==> src/core/coalesce_pkg.sv <==
// package for the memory-to-stream interrupt coalescing block
// assumes a single 50 MHz clock domain and the control register written through a plain port
package coalesce_pkg;

	// ----------------------------------------------------------------
	// control register layout
	// ----------------------------------------------------------------
	localparam int         CTRL_W            = 32;
	localparam int         CNT_LSB           = 16;
	localparam int         TMO_LSB           = 24;
	localparam int         CIE_BIT           = 12;
	localparam int         TIE_BIT           = 13;
	localparam logic [7:0] CNT_RESET         = 8'h01;
	localparam logic [7:0] TMO_RESET         = 8'h00;
	localparam logic [7:0] CNT_ZERO          = 8'h00;

	// ----------------------------------------------------------------
	// timebase
	// ----------------------------------------------------------------
	localparam int         CLK_PERIOD_NS     = 20;
	localparam int         TICK_TIME_NS      = 1000;
	localparam int         TICK_CYCLES       = (TICK_TIME_NS + CLK_PERIOD_NS - 1) / CLK_PERIOD_NS;

	// control fields that steer the logic
	typedef struct packed {
		logic [7:0] idle_timeout_setting;
		logic [7:0] coalesce_count_setting;
		logic       timeout_irq_enable;
		logic       complete_irq_enable;
	} ctrl_fields_t;

	// delay timer states, gray along idle -> run
	typedef enum logic [1:0] {
		TMR_IDLE = 2'b00,
		TMR_RUN  = 2'b01
	} tmr_state_t;

endpackage

==> src/core/coalesce_tick.sv <==
// free-running timebase pulse for the delay timer
// assumes one clock, asynchronous active-low reset
module coalesce_tick
	import coalesce_pkg::*;
#(
	parameter int DIV = TICK_CYCLES
) (
	input  wire logic ref_clk_i,
	input  wire logic arst_n_i,
	output logic      tick_o
);

	logic [15:0] div_q;
	logic [15:0] div_d;
	logic        tick_q;
	logic        tick_d;

	// count down, pulse once per period
	always_comb begin
		tick_d = 1'b0;
		div_d  = div_q - 16'h0001;
		if (div_q == 16'h0000) begin
			div_d  = 16'(DIV - 1);
			tick_d = 1'b1;
		end
	end

	always_ff @(posedge ref_clk_i or negedge arst_n_i) begin
		if (!arst_n_i) begin
			div_q  <= 16'h0000;
			tick_q <= 1'b0;
		end else begin
			div_q  <= div_d;
			tick_q <= tick_d;
		end
	end

	assign tick_o = tick_q;

endmodule

==> src/core/coalesce_irq.sv <==
// interrupt coalescing for the memory-to-stream channel
// assumes control writes arrive as a word with a one-cycle strobe; events are one-cycle pulses
// ----------------------------------------------------------------
// top module
// ----------------------------------------------------------------
// Notes on behaviour
// - the count setting lives in control bits 23..16, is read/write and resets to one.
// - each marked completion decrements a counter loaded from the count setting and fires at zero.
// - one is the least count; a write of zero to the count field keeps the old value.
// - with descriptor mode off both count and timeout settings are ignored.
// - the interrupt rises when the delay timer reaches the timeout setting.
// - the delay timer clears on a new packet or on a timeout.
// - a timeout setting of zero never fires the delay interrupt.
// - the count interrupt reaches the output only with bit 12 set and a marked descriptor.
// - the delay interrupt reaches the output only with bit 13 set.
module coalesce_irq
	import coalesce_pkg::*;
#(
	parameter bit DESCRIPTOR_MODE_PARAM = 1'b1,
	parameter int TICK_DIV              = TICK_CYCLES
) (
	input  wire logic              ref_clk_i,
	input  wire logic              arst_n_i,
	input  wire logic              ctrl_wr_i,
	input  wire logic [CTRL_W-1:0] ctrl_wdata_i,
	output logic      [CTRL_W-1:0] read_channel_control_o,
	input  wire logic              completion_event_i,
	input  wire logic              completion_marked_i,
	input  wire logic              packet_start_i,
	input  wire logic              packet_end_i,
	output logic                   irq_o
);

	ctrl_fields_t ctrl_q;
	ctrl_fields_t ctrl_d;
	logic [7:0]   cnt_q;
	logic [7:0]   cnt_d;
	logic [7:0]   tmr_q;
	logic [7:0]   tmr_d;
	tmr_state_t   st_q;
	tmr_state_t   st_d;
	logic         irq_q;
	logic         irq_d;
	logic [31:0]  rd_q;
	logic [31:0]  rd_d;
	logic         tick;
	logic         cnt_fire;
	logic         tmo_fire;
	logic [7:0]   wr_cnt;

	// ----------------------------------------------------------------
	// timebase
	// ----------------------------------------------------------------
	coalesce_tick #(
		.DIV (TICK_DIV)
	) u_tick (
		.ref_clk_i (ref_clk_i),
		.arst_n_i  (arst_n_i),
		.tick_o    (tick)
	);

	// ----------------------------------------------------------------
	// control register
	// ----------------------------------------------------------------
	assign wr_cnt = ctrl_wdata_i[CNT_LSB +: 8];

	// field writes; zero count keeps the stored value
	always_comb begin
		ctrl_d = ctrl_q;
		if (ctrl_wr_i) begin
			ctrl_d.complete_irq_enable  = ctrl_wdata_i[CIE_BIT];
			ctrl_d.timeout_irq_enable   = ctrl_wdata_i[TIE_BIT];
			ctrl_d.idle_timeout_setting = ctrl_wdata_i[TMO_LSB +: 8];
			if (wr_cnt != CNT_ZERO) begin
				ctrl_d.coalesce_count_setting = wr_cnt;
			end
		end
	end

	// read image of the control word
	always_comb begin
		rd_d                 = '0;
		rd_d[CNT_LSB +: 8]   = ctrl_d.coalesce_count_setting;
		rd_d[TMO_LSB +: 8]   = ctrl_d.idle_timeout_setting;
		rd_d[CIE_BIT]        = ctrl_d.complete_irq_enable;
		rd_d[TIE_BIT]        = ctrl_d.timeout_irq_enable;
	end

	// ----------------------------------------------------------------
	// completion counter
	// ----------------------------------------------------------------
	// counts down marked completions, reloads on firing
	always_comb begin
		cnt_d    = cnt_q;
		cnt_fire = 1'b0;
		if (DESCRIPTOR_MODE_PARAM && completion_event_i && completion_marked_i) begin
			if (cnt_q <= 8'h01) begin
				cnt_fire = 1'b1;
				cnt_d    = ctrl_q.coalesce_count_setting;
			end else begin
				cnt_d = cnt_q - 8'h01;
			end
		end
		if (ctrl_wr_i && wr_cnt != CNT_ZERO && !cnt_fire) begin
			cnt_d = wr_cnt; // new setting restarts the count
		end
	end

	// ----------------------------------------------------------------
	// delay timer
	// ----------------------------------------------------------------
	// idle until packet end, then count ticks up to the setting
	always_comb begin
		st_d     = st_q;
		tmr_d    = tmr_q;
		tmo_fire = 1'b0;
		case (st_q)
			TMR_IDLE: begin
				if (packet_end_i && DESCRIPTOR_MODE_PARAM && ctrl_q.idle_timeout_setting != 8'h00) begin
					st_d  = TMR_RUN;
					tmr_d = 8'h00;
				end
			end
			TMR_RUN: begin
				if (packet_start_i || ctrl_q.idle_timeout_setting == 8'h00) begin
					st_d  = TMR_IDLE;
					tmr_d = 8'h00;
				end else if (tick) begin
					if (tmr_q + 8'h01 >= ctrl_q.idle_timeout_setting) begin
						tmo_fire = 1'b1;
						st_d     = TMR_IDLE;
						tmr_d    = 8'h00;
					end else begin
						tmr_d = tmr_q + 8'h01;
					end
				end
			end
			default: begin
				st_d  = TMR_IDLE;
				tmr_d = 8'h00;
			end
		endcase
	end

	// ----------------------------------------------------------------
	// interrupt output
	// ----------------------------------------------------------------
	// one-cycle pulse for each cycle with a gated event; count and delay events in one cycle give one pulse
	always_comb begin
		irq_d = (cnt_fire && ctrl_q.complete_irq_enable)
			|| (tmo_fire && ctrl_q.timeout_irq_enable);
	end

	always_ff @(posedge ref_clk_i or negedge arst_n_i) begin
		if (!arst_n_i) begin
			ctrl_q <= '{idle_timeout_setting: TMO_RESET, coalesce_count_setting: CNT_RESET,
				timeout_irq_enable: 1'b0, complete_irq_enable: 1'b0};
			cnt_q  <= CNT_RESET;
			tmr_q  <= 8'h00;
			st_q   <= TMR_IDLE;
			irq_q  <= 1'b0;
			rd_q   <= {TMO_RESET, CNT_RESET, 16'h0000};
		end else begin
			ctrl_q <= ctrl_d;
			cnt_q  <= cnt_d;
			tmr_q  <= tmr_d;
			st_q   <= st_d;
			irq_q  <= irq_d;
			rd_q   <= rd_d;
		end
	end

	assign irq_o                  = irq_q;
	assign read_channel_control_o = rd_q;
endmodule

==> config.mk <==
export PLATFORM = sky130hd
export DESIGN_NAME = coalesce_irq
export DESIGN_NICKNAME = d
export VERILOG_FILES = /design/src/core/coalesce_pkg.sv /design/src/core/coalesce_tick.sv /design/src/core/coalesce_irq.sv
export SDC_FILE = /design/constraint.sdc
export NUM_CORES = 1
export LEC_CHECK = 0
export ABC_AREA = 0
export BUFFER_PORTS_ARGS = -buffer_cell sky130_fd_sc_hd__buf_2
export CELL_PAD_IN_SITES_DETAIL_PLACEMENT = 1
export CELL_PAD_IN_SITES_GLOBAL_PLACEMENT = 2
export CORE_UTILIZATION = 35
export DETAILED_ROUTE_END_ITERATION = 10
export HOLD_SLACK_MARGIN = 0.03
export PLACE_DENSITY_LB_ADDON = 0.1
export SYNTH_ARGS = -nofsm -noshare
export SYNTH_HDL_FRONTEND = slang
export SYNTH_HIERARCHICAL = 1
export SYNTH_SLANG_ARGS = --single-unit
export TNS_END_PERCENT = 20
==> constraint.sdc <==
create_clock -name ref_clk_i -period 6.72 [get_ports ref_clk_i]
set_input_delay 1.008 -clock ref_clk_i [delete_from_list [all_inputs] [get_ports ref_clk_i]]
set_output_delay 1.008 -clock ref_clk_i [all_outputs]
set_load 0.05 [all_outputs]
==> results of run 1 <==
-- cell type report --
class	instances	area [µm²]	area share
Multi-Input combinational cell	245	1499	0.4479
Sequential cell	53	1329	0.3970
Timing Repair Buffer	44	222.7	0.06654
Tap cell	105	131.4	0.03925
Clock buffer	7	96.34	0.02879
Inverter	17	63.81	0.01907
Clock inverter	1	5.005	0.001495
-- sequential cells by signal (all words and copies together) (netlist names) --
signal,cells
u_tick/div_q,16
ctrl_q,14
cnt_q,8
tmr_q,8
read_channel_control_o,4
irq_o,1
st_q,1
u_tick/tick_o,1
-- placed cells by master (no fill, tap or decap), drive strengths merged, types with 2 or more instances in the layout --
cell	n
nand2	53
dfrtp	51
buf	44
nor2	23
o21ai	23
inv	17
conb	14
a21oi	13
ha	12
nand2b	9
nand3	9
nor3	9
o22ai	8
xnor2	7
xor2	7
clkbuf	7
nor4	6
a31oi	4
mux2	4
or3	4
nand3b	4
or4	4
a21o	3
a21boi	3
nor2b	3
or2	2
a211o	2
o211ai	2
o21a	2
dfstp	2
nand4b	2
-- metrics by stage --
| step | area (µm²) | util | instances |
|---|---|---|---|
| global route | 3347 | 0.4073 | 472 |
| CTS | 3347 | 0.4073 | 472 |
| floorplan | 3027 | - | 335 |
| detailed placement | 3246 | 0.3950 | 464 |
| global placement | 3246 | 0.3950 | 464 |
| finish | 3347 | 0.4073 | 472 |
-- per-layer routing --
| layer | track usage | wire (µm) | vias up |
|---|---|---|---|
| met5 | 0 | 0 | - |
| met4 | 0.05000 | 69 | 0 |
| met3 | 0.02994 | 235 | 5 |
| met2 | 0.2911 | 3351 | 42 |
| met1 | 0.2289 | 3455 | 1187 |
| li1 | - | - | 1187 |
-- cell families after synthesis --
kind of cell             after synthesis
AND/OR/NAND/NOR                      130
AO/OA/AOI/OAI                         70
flip-flops                            53
buffers and inverters                 37
XOR/XNOR                              14
adder cells (fa/ha/maj)               12
multiplexers                           5
other                                  1
-- worst max-delay path by stage --
stage,slack (ns),to,cells past startpoint,from
floorplan,4.48,tmr_q[2]$_DFFE_PN0P_,11,tmr_q[0]$_DFFE_PN0P_
global placement,3.84,cnt_q[7]$_DFFE_PN0P_,6,ctrl_wdata_i[18]
detailed placement,3.84,cnt_q[3]$_DFFE_PN0P_,6,ctrl_wdata_i[18]
CTS,4.08,tmr_q[6]$_DFFE_PN0P_,11,tmr_q[0]$_DFFE_PN0P_
global route,3.83,tmr_q[3]$_DFFE_PN0P_,11,tmr_q[0]$_DFFE_PN0P_
finish,4.10,tmr_q[5]$_DFFE_PN0P_,11,tmr_q[0]$_DFFE_PN0P_
-- power by group --
part           switching [W]  leakage (nW)  internal (W)  total, W
sequential         0.0000179         0.675      0.000336  0.000354
clock               0.000106        0.0542     0.0000935  0.000200
combinational       0.000104         0.921     0.0000376  0.000142
total               0.000228          1.65      0.000467  0.000695
==> results.ini, run 1 <==
[yosys]
synth_edf_count = 0
netlist_area_um2 = 2978
synthDistinctLibCells = 51
synthTopCellsByArea = dfrtp_1 (43%), nand2_1 (6.7%), ha_1 (5.0%), buf_4 (4.0%), o21ai_0 (3.7%)
syn-mean-instance-area_um2 = 9.248
synth.most_common_cell = nand2_1
async_flop_share = 1.000
ys_top_cells_by_count = nand2_1 (53), dfrtp_1 (51), nor2_1 (22), o21ai_0 (22), inv_1 (17)
synth_top_area_frac = 0.4286
muxShareOfSynthArea = 0.01849
ys_ff_latch = 53
yosysWarnings = 6
seq_area_frac_synth = 0.4462
synth_top_family_by_area = simple AND/OR/NAND/NOR gates
synth_compound_area_frac = 0.1529
synth_fa_ha_area_frac = 0.05042
yosysTopAreaCell = dfrtp_1
synthSimpleGateAreaFrac = 0.2227
syn_inst = 322
synth_xor_area_frac = 0.04118
synth-main-ff-cell = dfrtp_1

[placed_design]
dp_slack_ns = 3.845
portBuffers = 43
gp_congestion = 0.7490
dp_hpwl_um = 5217

[route]
post_drt_wl_per_cell_um = 15.07
drt-initial-drc-count = 67
drc = 0
ant_nets = 0
via_count = 2421
wirelength_um = 7111
drt_pass1_iterations = 4
via_per_inst = 5.129

[min_path]
holdPathStages = 1
hp-start = u_tick/div_q[0]$_DFF_PN0_
hold_class = reg -> reg
hold_end = u_tick/div_q[0]$_DFF_PN0_

[critical_path]
start_kind = flip-flop
required_ns = 6.97
crit_type = reg -> reg
r2r-start = tmr_q[0]$_DFFE_PN0P_
critPathMaxFanout = 8
crit_path_end_kind = flip-flop
cp_slowest_cell = or4_1
reg2reg_slack_ns = 4.10
critPathMaxStageDelay_ns = 0.47
r2r_end = tmr_q[5]$_DFFE_PN0P_
cp_top_family = simple AND/OR/NAND/NOR gates
crit_path_frequent_cell = a21oi_1
ff2ff_path_depth = 11
cp.arrival_ns = 2.87
worst-path-buf-inv = 1
path_cells = and3_1, nand3_1, nor2_1, xnor2_1, inv_1, ha_1, or4_1, a21oi_1, o211ai_1, a21oi_1, a21o_1

[outcome]
status = finished, final reports clean

[global_route]
first_global_vias = 2476
grt_max_degree = 54
gr-usage-all-layers = 0.1742
grt_overflow = 0
antenna_found_initial = 0
grt_pass1_wl_um = 11960

[timing]
setup_slack_ns = 4.100
fin_crit_ns = 2.620
timing.final.crit_share = 0.3898
grt_setup_unrepaired = false
worst_clock_skew_ns = 0.008398
hold_violations = 0
timing.setup.tns_ns = 0
setup_viol = 0
tightestPinTransition_ns = 0.8329
holdWs_ns = 0.4952
maxSlewViolCount = 0
slew_headroom = 0.4417
max_freq_mhz = 381.7

[floorplanning]
start_util = 0.3624
design.core.area_um2 = 8217
boundaryPins = 72
die_y_um = 94.24
die_w_um = 94.24
die-area_um2 = 8881
num_rows = 33

[pwr]
power_w = 0.0006954
vdd_ir_drop_max_mv = 0.07342
p_leak_nw = 1.650
power_density_nw_per_um2 = 207.8

[layout]
fillers = 984
syn2layout_area_growth_pct = 12.39
drive_gt1_frac = 0.1907
nets = 417
diodes = 0

[clock_network]
insertion_delay_ns = 0.31
cts-buffers-inserted = 5
hold_buffers = 0
h-tree-depth = 2
cts_setup_buffers = 0
clk_path_buf_depth = 2
post_cts_resize_count = 0
cts_sinks = 53
path_clk_slew_ns = 0.10
cts_tree = done
root_buffer = clkbuf_8

[flow_run]
max_cap_viol_count = 0

Power figures use the tool's default switching activity.
==> run 2: changes to the inputs <==
--- a/config.mk
+++ b/config.mk
@@ -9,7 +9,7 @@
 export BUFFER_PORTS_ARGS = -buffer_cell sky130_fd_sc_hd__buf_2
 export CELL_PAD_IN_SITES_DETAIL_PLACEMENT = 1
 export CELL_PAD_IN_SITES_GLOBAL_PLACEMENT = 2
-export CORE_UTILIZATION = 35
+export CORE_UTILIZATION = 32
 export DETAILED_ROUTE_END_ITERATION = 10
 export HOLD_SLACK_MARGIN = 0.03
 export PLACE_DENSITY_LB_ADDON = 0.1
==> constraint.sdc (replaced) <==
create_clock -name ref_clk_i -period 2.71 [get_ports ref_clk_i]
set_input_delay 0.4065 -clock ref_clk_i [delete_from_list [all_inputs] [get_ports ref_clk_i]]
set_output_delay 0.4065 -clock ref_clk_i [all_outputs]
set_load 0.05 [all_outputs]
==> run 2 against run 1 <==
Compared with the run above: sequential cell count is the same; clock power is 130% higher; non-clock buffer count up 11; combinational power increased to 2.5 times the previous value; clock-buffer cell count stayed put; the run now ends with DRC left; sequential power increased by 150%; via count grew 1.2%.
==> results.ini, run 2 (synthesis results as in run 1) <==
[route]
drt_pass1_iterations = 9
drc = 4
ant_nets = 0
drt-initial-drc-count = 55
via_count = 2449
wirelength_um = 7546
via_per_inst = 5.049
post_drt_wl_per_cell_um = 15.56

[layout]
final_common_cell = nand2_1
syn2layout_area_growth_pct = 15.25
final_cell_mix = nand2_1 (53), dfrtp_1 (51), buf_2 (43)
fin_util = 0.3879
drive_gt1_frac = 0.2149
regArea_um2 = 1329
nets = 428
largest_register = u_tick/div_q
multi_input_area_um2 = 1510
largest_reg_flops = 16
diodes = 0
largest_registers = u_tick/div_q: 16 flops, ctrl_q: 14 flops
fillers = 1054
final_cell_count_no_fill = 485

[clock_network]
cts-buffers-inserted = 5
cts_sinks = 53
insertion_delay_ns = 0.31
h-tree-depth = 2
clk_path_buf_depth = 2
cts_tree = done
path_clk_slew_ns = 0.10
root_buffer = clkbuf_8

[timing]
worst_clock_skew_ns = 0.01237
setup_viol = 0
hold_violations = 0
fin_crit_ns = 2.495
timing.final.crit_share = 0.9205
slew_headroom = 0.5244
max_freq_mhz = 400.9
tightestPinTransition_ns = 0.7069
maxSlewViolCount = 0
holdWs_ns = 0.2681

[global_route]
grt_pass1_wl_um = 12970
grt_max_degree = 30
antenna_found_initial = 0
first_global_vias = 2577
grt_overflow = 0
gr-usage-all-layers = 0.1710

[critical_path]
required_ns = 2.96
crit_type = reg -> reg
r2r-start = tmr_q[1]$_DFFE_PN0P_
crit_path_end_kind = flip-flop
start_kind = flip-flop
crit_start = tmr_q[1]$_DFFE_PN0P_
critPathMaxFanout = 8
cp.arrival_ns = 2.74

[placed_design]
gp_congestion = 0.7945
place_inst = 476
portBuffers = 43
dp_hpwl_um = 5771

[floorplanning]
num_rows = 34
start_util = 0.3365
die_w_um = 98.47
die_y_um = 98.47
design.core.area_um2 = 8848
boundaryPins = 72
die-area_um2 = 9695

[min_path]
hold_class = in -> reg
hp-start = completion_marked_i

[pwr]
power_w = 0.001701
p_leak_nw = 1.694
vdd_ir_drop_max_mv = 0.2214
power_density_nw_per_um2 = 495.7

[outcome]
violations = DRC
status = complete, but fails checks

[flow_run]
max_cap_viol_count = 0

==> run 2: cell type report <==
cell class	instances	share of cell area
inverters	17	0.01859
repair buffers	55	0.08968
flip-flops and latches	53	0.3872
multi-input cells	245	0.4400
well taps	108	0.03937
clock buffers	7	0.02515
==> run 2: per-layer routing <==
layer  up-vias  wire length, µm  share of wire  global-route usage
met3         7              293          0.039             0.02837
met1      1199             3633           0.48              0.2256
met5         -                0              0                   0
li1       1199                -              -                   -
met4         0               74         0.0098             0.04133
met2        44             3545           0.47              0.2936
==> run 2: report_power, final <==
part | internal [W] | switching, W | leakage, nW | total (W)
Sequential | 0.000833 | 0.0000438 | 0.675 | 0.000877
Combinational | 0.000100 | 0.000261 | 0.975 | 0.000361
Clock | 0.000204 | 0.000259 | 0.0443 | 0.000463
Total | 0.00114 | 0.000564 | 1.69 | 0.00170
==> run 2: worst max-delay path, cell delays in order, from the launching register on <==
cell and delay, ns:
dfrtp_1 0.39, and3_1 0.18, nand3_2 0.11, nor2_2 0.15, xnor2_1 0.15, inv_1 0.07
ha_1 0.21, or4_1 0.49, a21oi_2 0.17, o211ai_1 0.10, buf_4 0.19, a21oi_1 0.13
a21o_1 0.09
==> run 2: worst paths after layout <==
path / slack (ns) / to / depth (start not counted)
max: 0.22 / tmr_q[5]$_DFFE_PN0P_ / 12
max in group asynchronous: 1.60 / ctrl_q[2]$_DFFE_PN1P_ / 3
min in group asynchronous: 0.45 / cnt_q[1]$_DFFE_PN0P_ / 2
max reg2reg: 0.22 / tmr_q[5]$_DFFE_PN0P_ / 12
min reg2reg: 0.51 / u_tick/div_q[0]$_DFF_PN0_ / 1
min: 0.27 / cnt_q[0]$_DFFE_PN1P_ / 2
==> run 2: metrics by stage <==
stage	setup slack, ns	instance area (µm²)	setup TNS [ns]
floorplan	0.4727	3027	0
global placement	0.07299	3317	0
detailed placement	-0.003624	3317	-0.003624
CTS	0.08848	3421	0
global route	-0.006074	3432	-0.006074
finish	0.2153	3432	0
==> run 2: repair_timing <==
action / CTS / global route
gates resized for setup: 0 / 4
pin swaps: 1 / 0
setup endpoints to repair: 5 / 9
hold endpoints to repair: 5 / 0
hold buffers: 1 / 0
setup buffers: 1 / 0
==> run 3: changes to the inputs <==
--- a/config.mk
+++ b/config.mk
@@ -12,6 +12,7 @@
 export CORE_UTILIZATION = 32
 export DETAILED_ROUTE_END_ITERATION = 10
 export HOLD_SLACK_MARGIN = 0.03
+export MAX_ROUTING_LAYER = met4
 export PLACE_DENSITY_LB_ADDON = 0.1
 export SYNTH_ARGS = -nofsm -noshare
 export SYNTH_HDL_FRONTEND = slang
==> run 3 against run 2 <==
Compared with the run above: critical path type unchanged; largest cell class unchanged; sequential cell count stayed put; the run still ends with DRC left; critical endpoint unchanged; combinational power hardly changed; total power hardly changed.
==> results.ini, run 3 (synthesis results as in run 1) <==
[outcome]
status = complete, but fails checks
violations = DRC

[route]
drt-initial-drc-count = 49
via_per_inst = 5.049
post_drt_wl_per_cell_um = 15.56
wirelength_um = 7548
drt_pass1_iterations = 9
via_count = 2449
drc = 4
ant_nets = 0

[clock_network]
cts_tree = done
cts_sinks = 53
cts-buffers-inserted = 5
h-tree-depth = 2
clk_path_buf_depth = 2
path_clk_slew_ns = 0.10
root_buffer = clkbuf_8
insertion_delay_ns = 0.31

[critical_path]
cp_top_family = simple AND/OR/NAND/NOR gates
crit_type = reg -> reg
crit_path_end_kind = flip-flop
cp_slowest_cell = or4_1
required_ns = 2.96
cp.arrival_ns = 2.74
start_kind = flip-flop
worst-path-buf-inv = 2
path_cells = and3_1, nand3_2, nor2_2, xnor2_1, inv_1, ha_1, or4_1, a21oi_2, o211ai_1, buf_4, a21oi_1, a21o_1
critPathMaxFanout = 8
critPathMaxStageDelay_ns = 0.49

[layout]
fillers = 1054
drive_gt1_frac = 0.2149
largest_reg_flops = 16
largest_registers = u_tick/div_q: 16 flops, ctrl_q: 14 flops
largest_register = u_tick/div_q
diodes = 0
fin_area_um2 = 3432
final_cell_mix = nand2_1 (53), dfrtp_1 (51), buf_2 (43)
final_common_cell = nand2_1
nets = 428
syn2layout_area_growth_pct = 15.25

[global_route]
grt_max_degree = 30
grt_pass1_wl_um = 12980
gr-usage-all-layers = 0.1761
first_global_vias = 2573
grt_overflow = 0
antenna_found_initial = 0

[pwr]
power_density_nw_per_um2 = 495.7
vdd_ir_drop_max_mv = 0.2212
p_leak_nw = 1.694

[floorplanning]
start_util = 0.3365
num_rows = 34
design.core.area_um2 = 8848
die_w_um = 98.47
boundaryPins = 72
die-area_um2 = 9695
die_y_um = 98.47

[placed_design]
dpl-instance-area_um2 = 3317
dp_slack_ns = -0.003624
dp_hpwl_um = 5771
gp_congestion = 0.8058
portBuffers = 43

[timing]
worst_clock_skew_ns = 0.01237
setup_viol = 0
tightestPinTransition_ns = 0.7068
fin_crit_ns = 2.495
setup_slack_ns = 0.2149
slew_headroom = 0.5245
maxSlewViolCount = 0
max_freq_mhz = 400.8
hold_violations = 0
timing.final.crit_share = 0.9207

[min_path]
hold_class = in -> reg

[flow_run]
max_cap_viol_count = 0

[run 3: worst paths after layout]
check | startpoint | end | slack [ns] | depth (start not counted)
worst min register to register | u_tick/div_q[0]$_DFF_PN0_ | u_tick/div_q[0]$_DFF_PN0_ | 0.51 | 1
max in group asynchronous | arst_n_i | ctrl_q[2]$_DFFE_PN1P_ | 1.60 | 3
worst max-delay path | tmr_q[1]$_DFFE_PN0P_ | tmr_q[5]$_DFFE_PN0P_ | 0.21 | 12
min in group asynchronous | arst_n_i | cnt_q[1]$_DFFE_PN0P_ | 0.45 | 2
worst max register to register | tmr_q[1]$_DFFE_PN0P_ | tmr_q[5]$_DFFE_PN0P_ | 0.21 | 12
worst min-delay path | completion_marked_i | cnt_q[0]$_DFFE_PN1P_ | 0.27 | 2
[run 3: worst reg2reg max path: stages (launching register included)]
cell	delay, ns
dfrtp_1	0.39
and3_1	0.18
nand3_2	0.11
nor2_2	0.15
xnor2_1	0.15
inv_1	0.07
ha_1	0.21
or4_1	0.49
a21oi_2	0.17
o211ai_1	0.10
buf_4	0.19
a21oi_1	0.13
a21o_1	0.09
[run 3: area by class of cell]
cell class | instances | area [µm²] | share of cell area
Tap cell | 108 | 135.1 | 0.03937
Clock buffer | 7 | 86.33 | 0.02515
Multi-Input combinational cell | 245 | 1510 | 0.4400
Timing Repair Buffer | 55 | 307.8 | 0.08968
Sequential cell | 53 | 1329 | 0.3872
Inverter | 17 | 63.81 | 0.01859
[run 3: power breakdown]
group          total, W  leakage (nW)  internal [W]  switching, W
sequential     0.000877         0.675      0.000833     0.0000438
clock          0.000463        0.0443      0.000204      0.000259
combinational  0.000361         0.975      0.000100      0.000261
[run 3: metal layers]
| metal | vias up | wire, µm | track usage |
|---|---|---|---|
| li1 | 1200 | - | - |
| met1 | 1196 | 3612 | 0.2256 |
| met2 | 44 | 3551 | 0.2931 |
| met3 | 9 | 310 | 0.02837 |
| met4 | 0 | 74 | 0.04133 |
| met5 | - | 0 | - |
[run 3: repair_timing]
action / CTS / global route
setup endpoints to repair: 5 / 9
setup buffers: 1 / 0
pin swaps: 1 / 0
hold buffers: 1 / 0
resized for setup: 0 / 4
endpoints found under the hold margin: 5 / 0
[run 3: stage by stage]
stage               hold WS, ns  instances  power [W]  setup TNS, ns    util
floorplan                0.1109        335   0.001154              0       -
global placement         0.2694        476   0.001254              0  0.3749
detailed placement       0.2667        476   0.001258      -0.003624  0.3749
CTS                      0.2604        485   0.001732              0  0.3866
global route             0.2566        485   0.001795      -0.006074  0.3879
finish                   0.2679        485   0.001701              0  0.3879
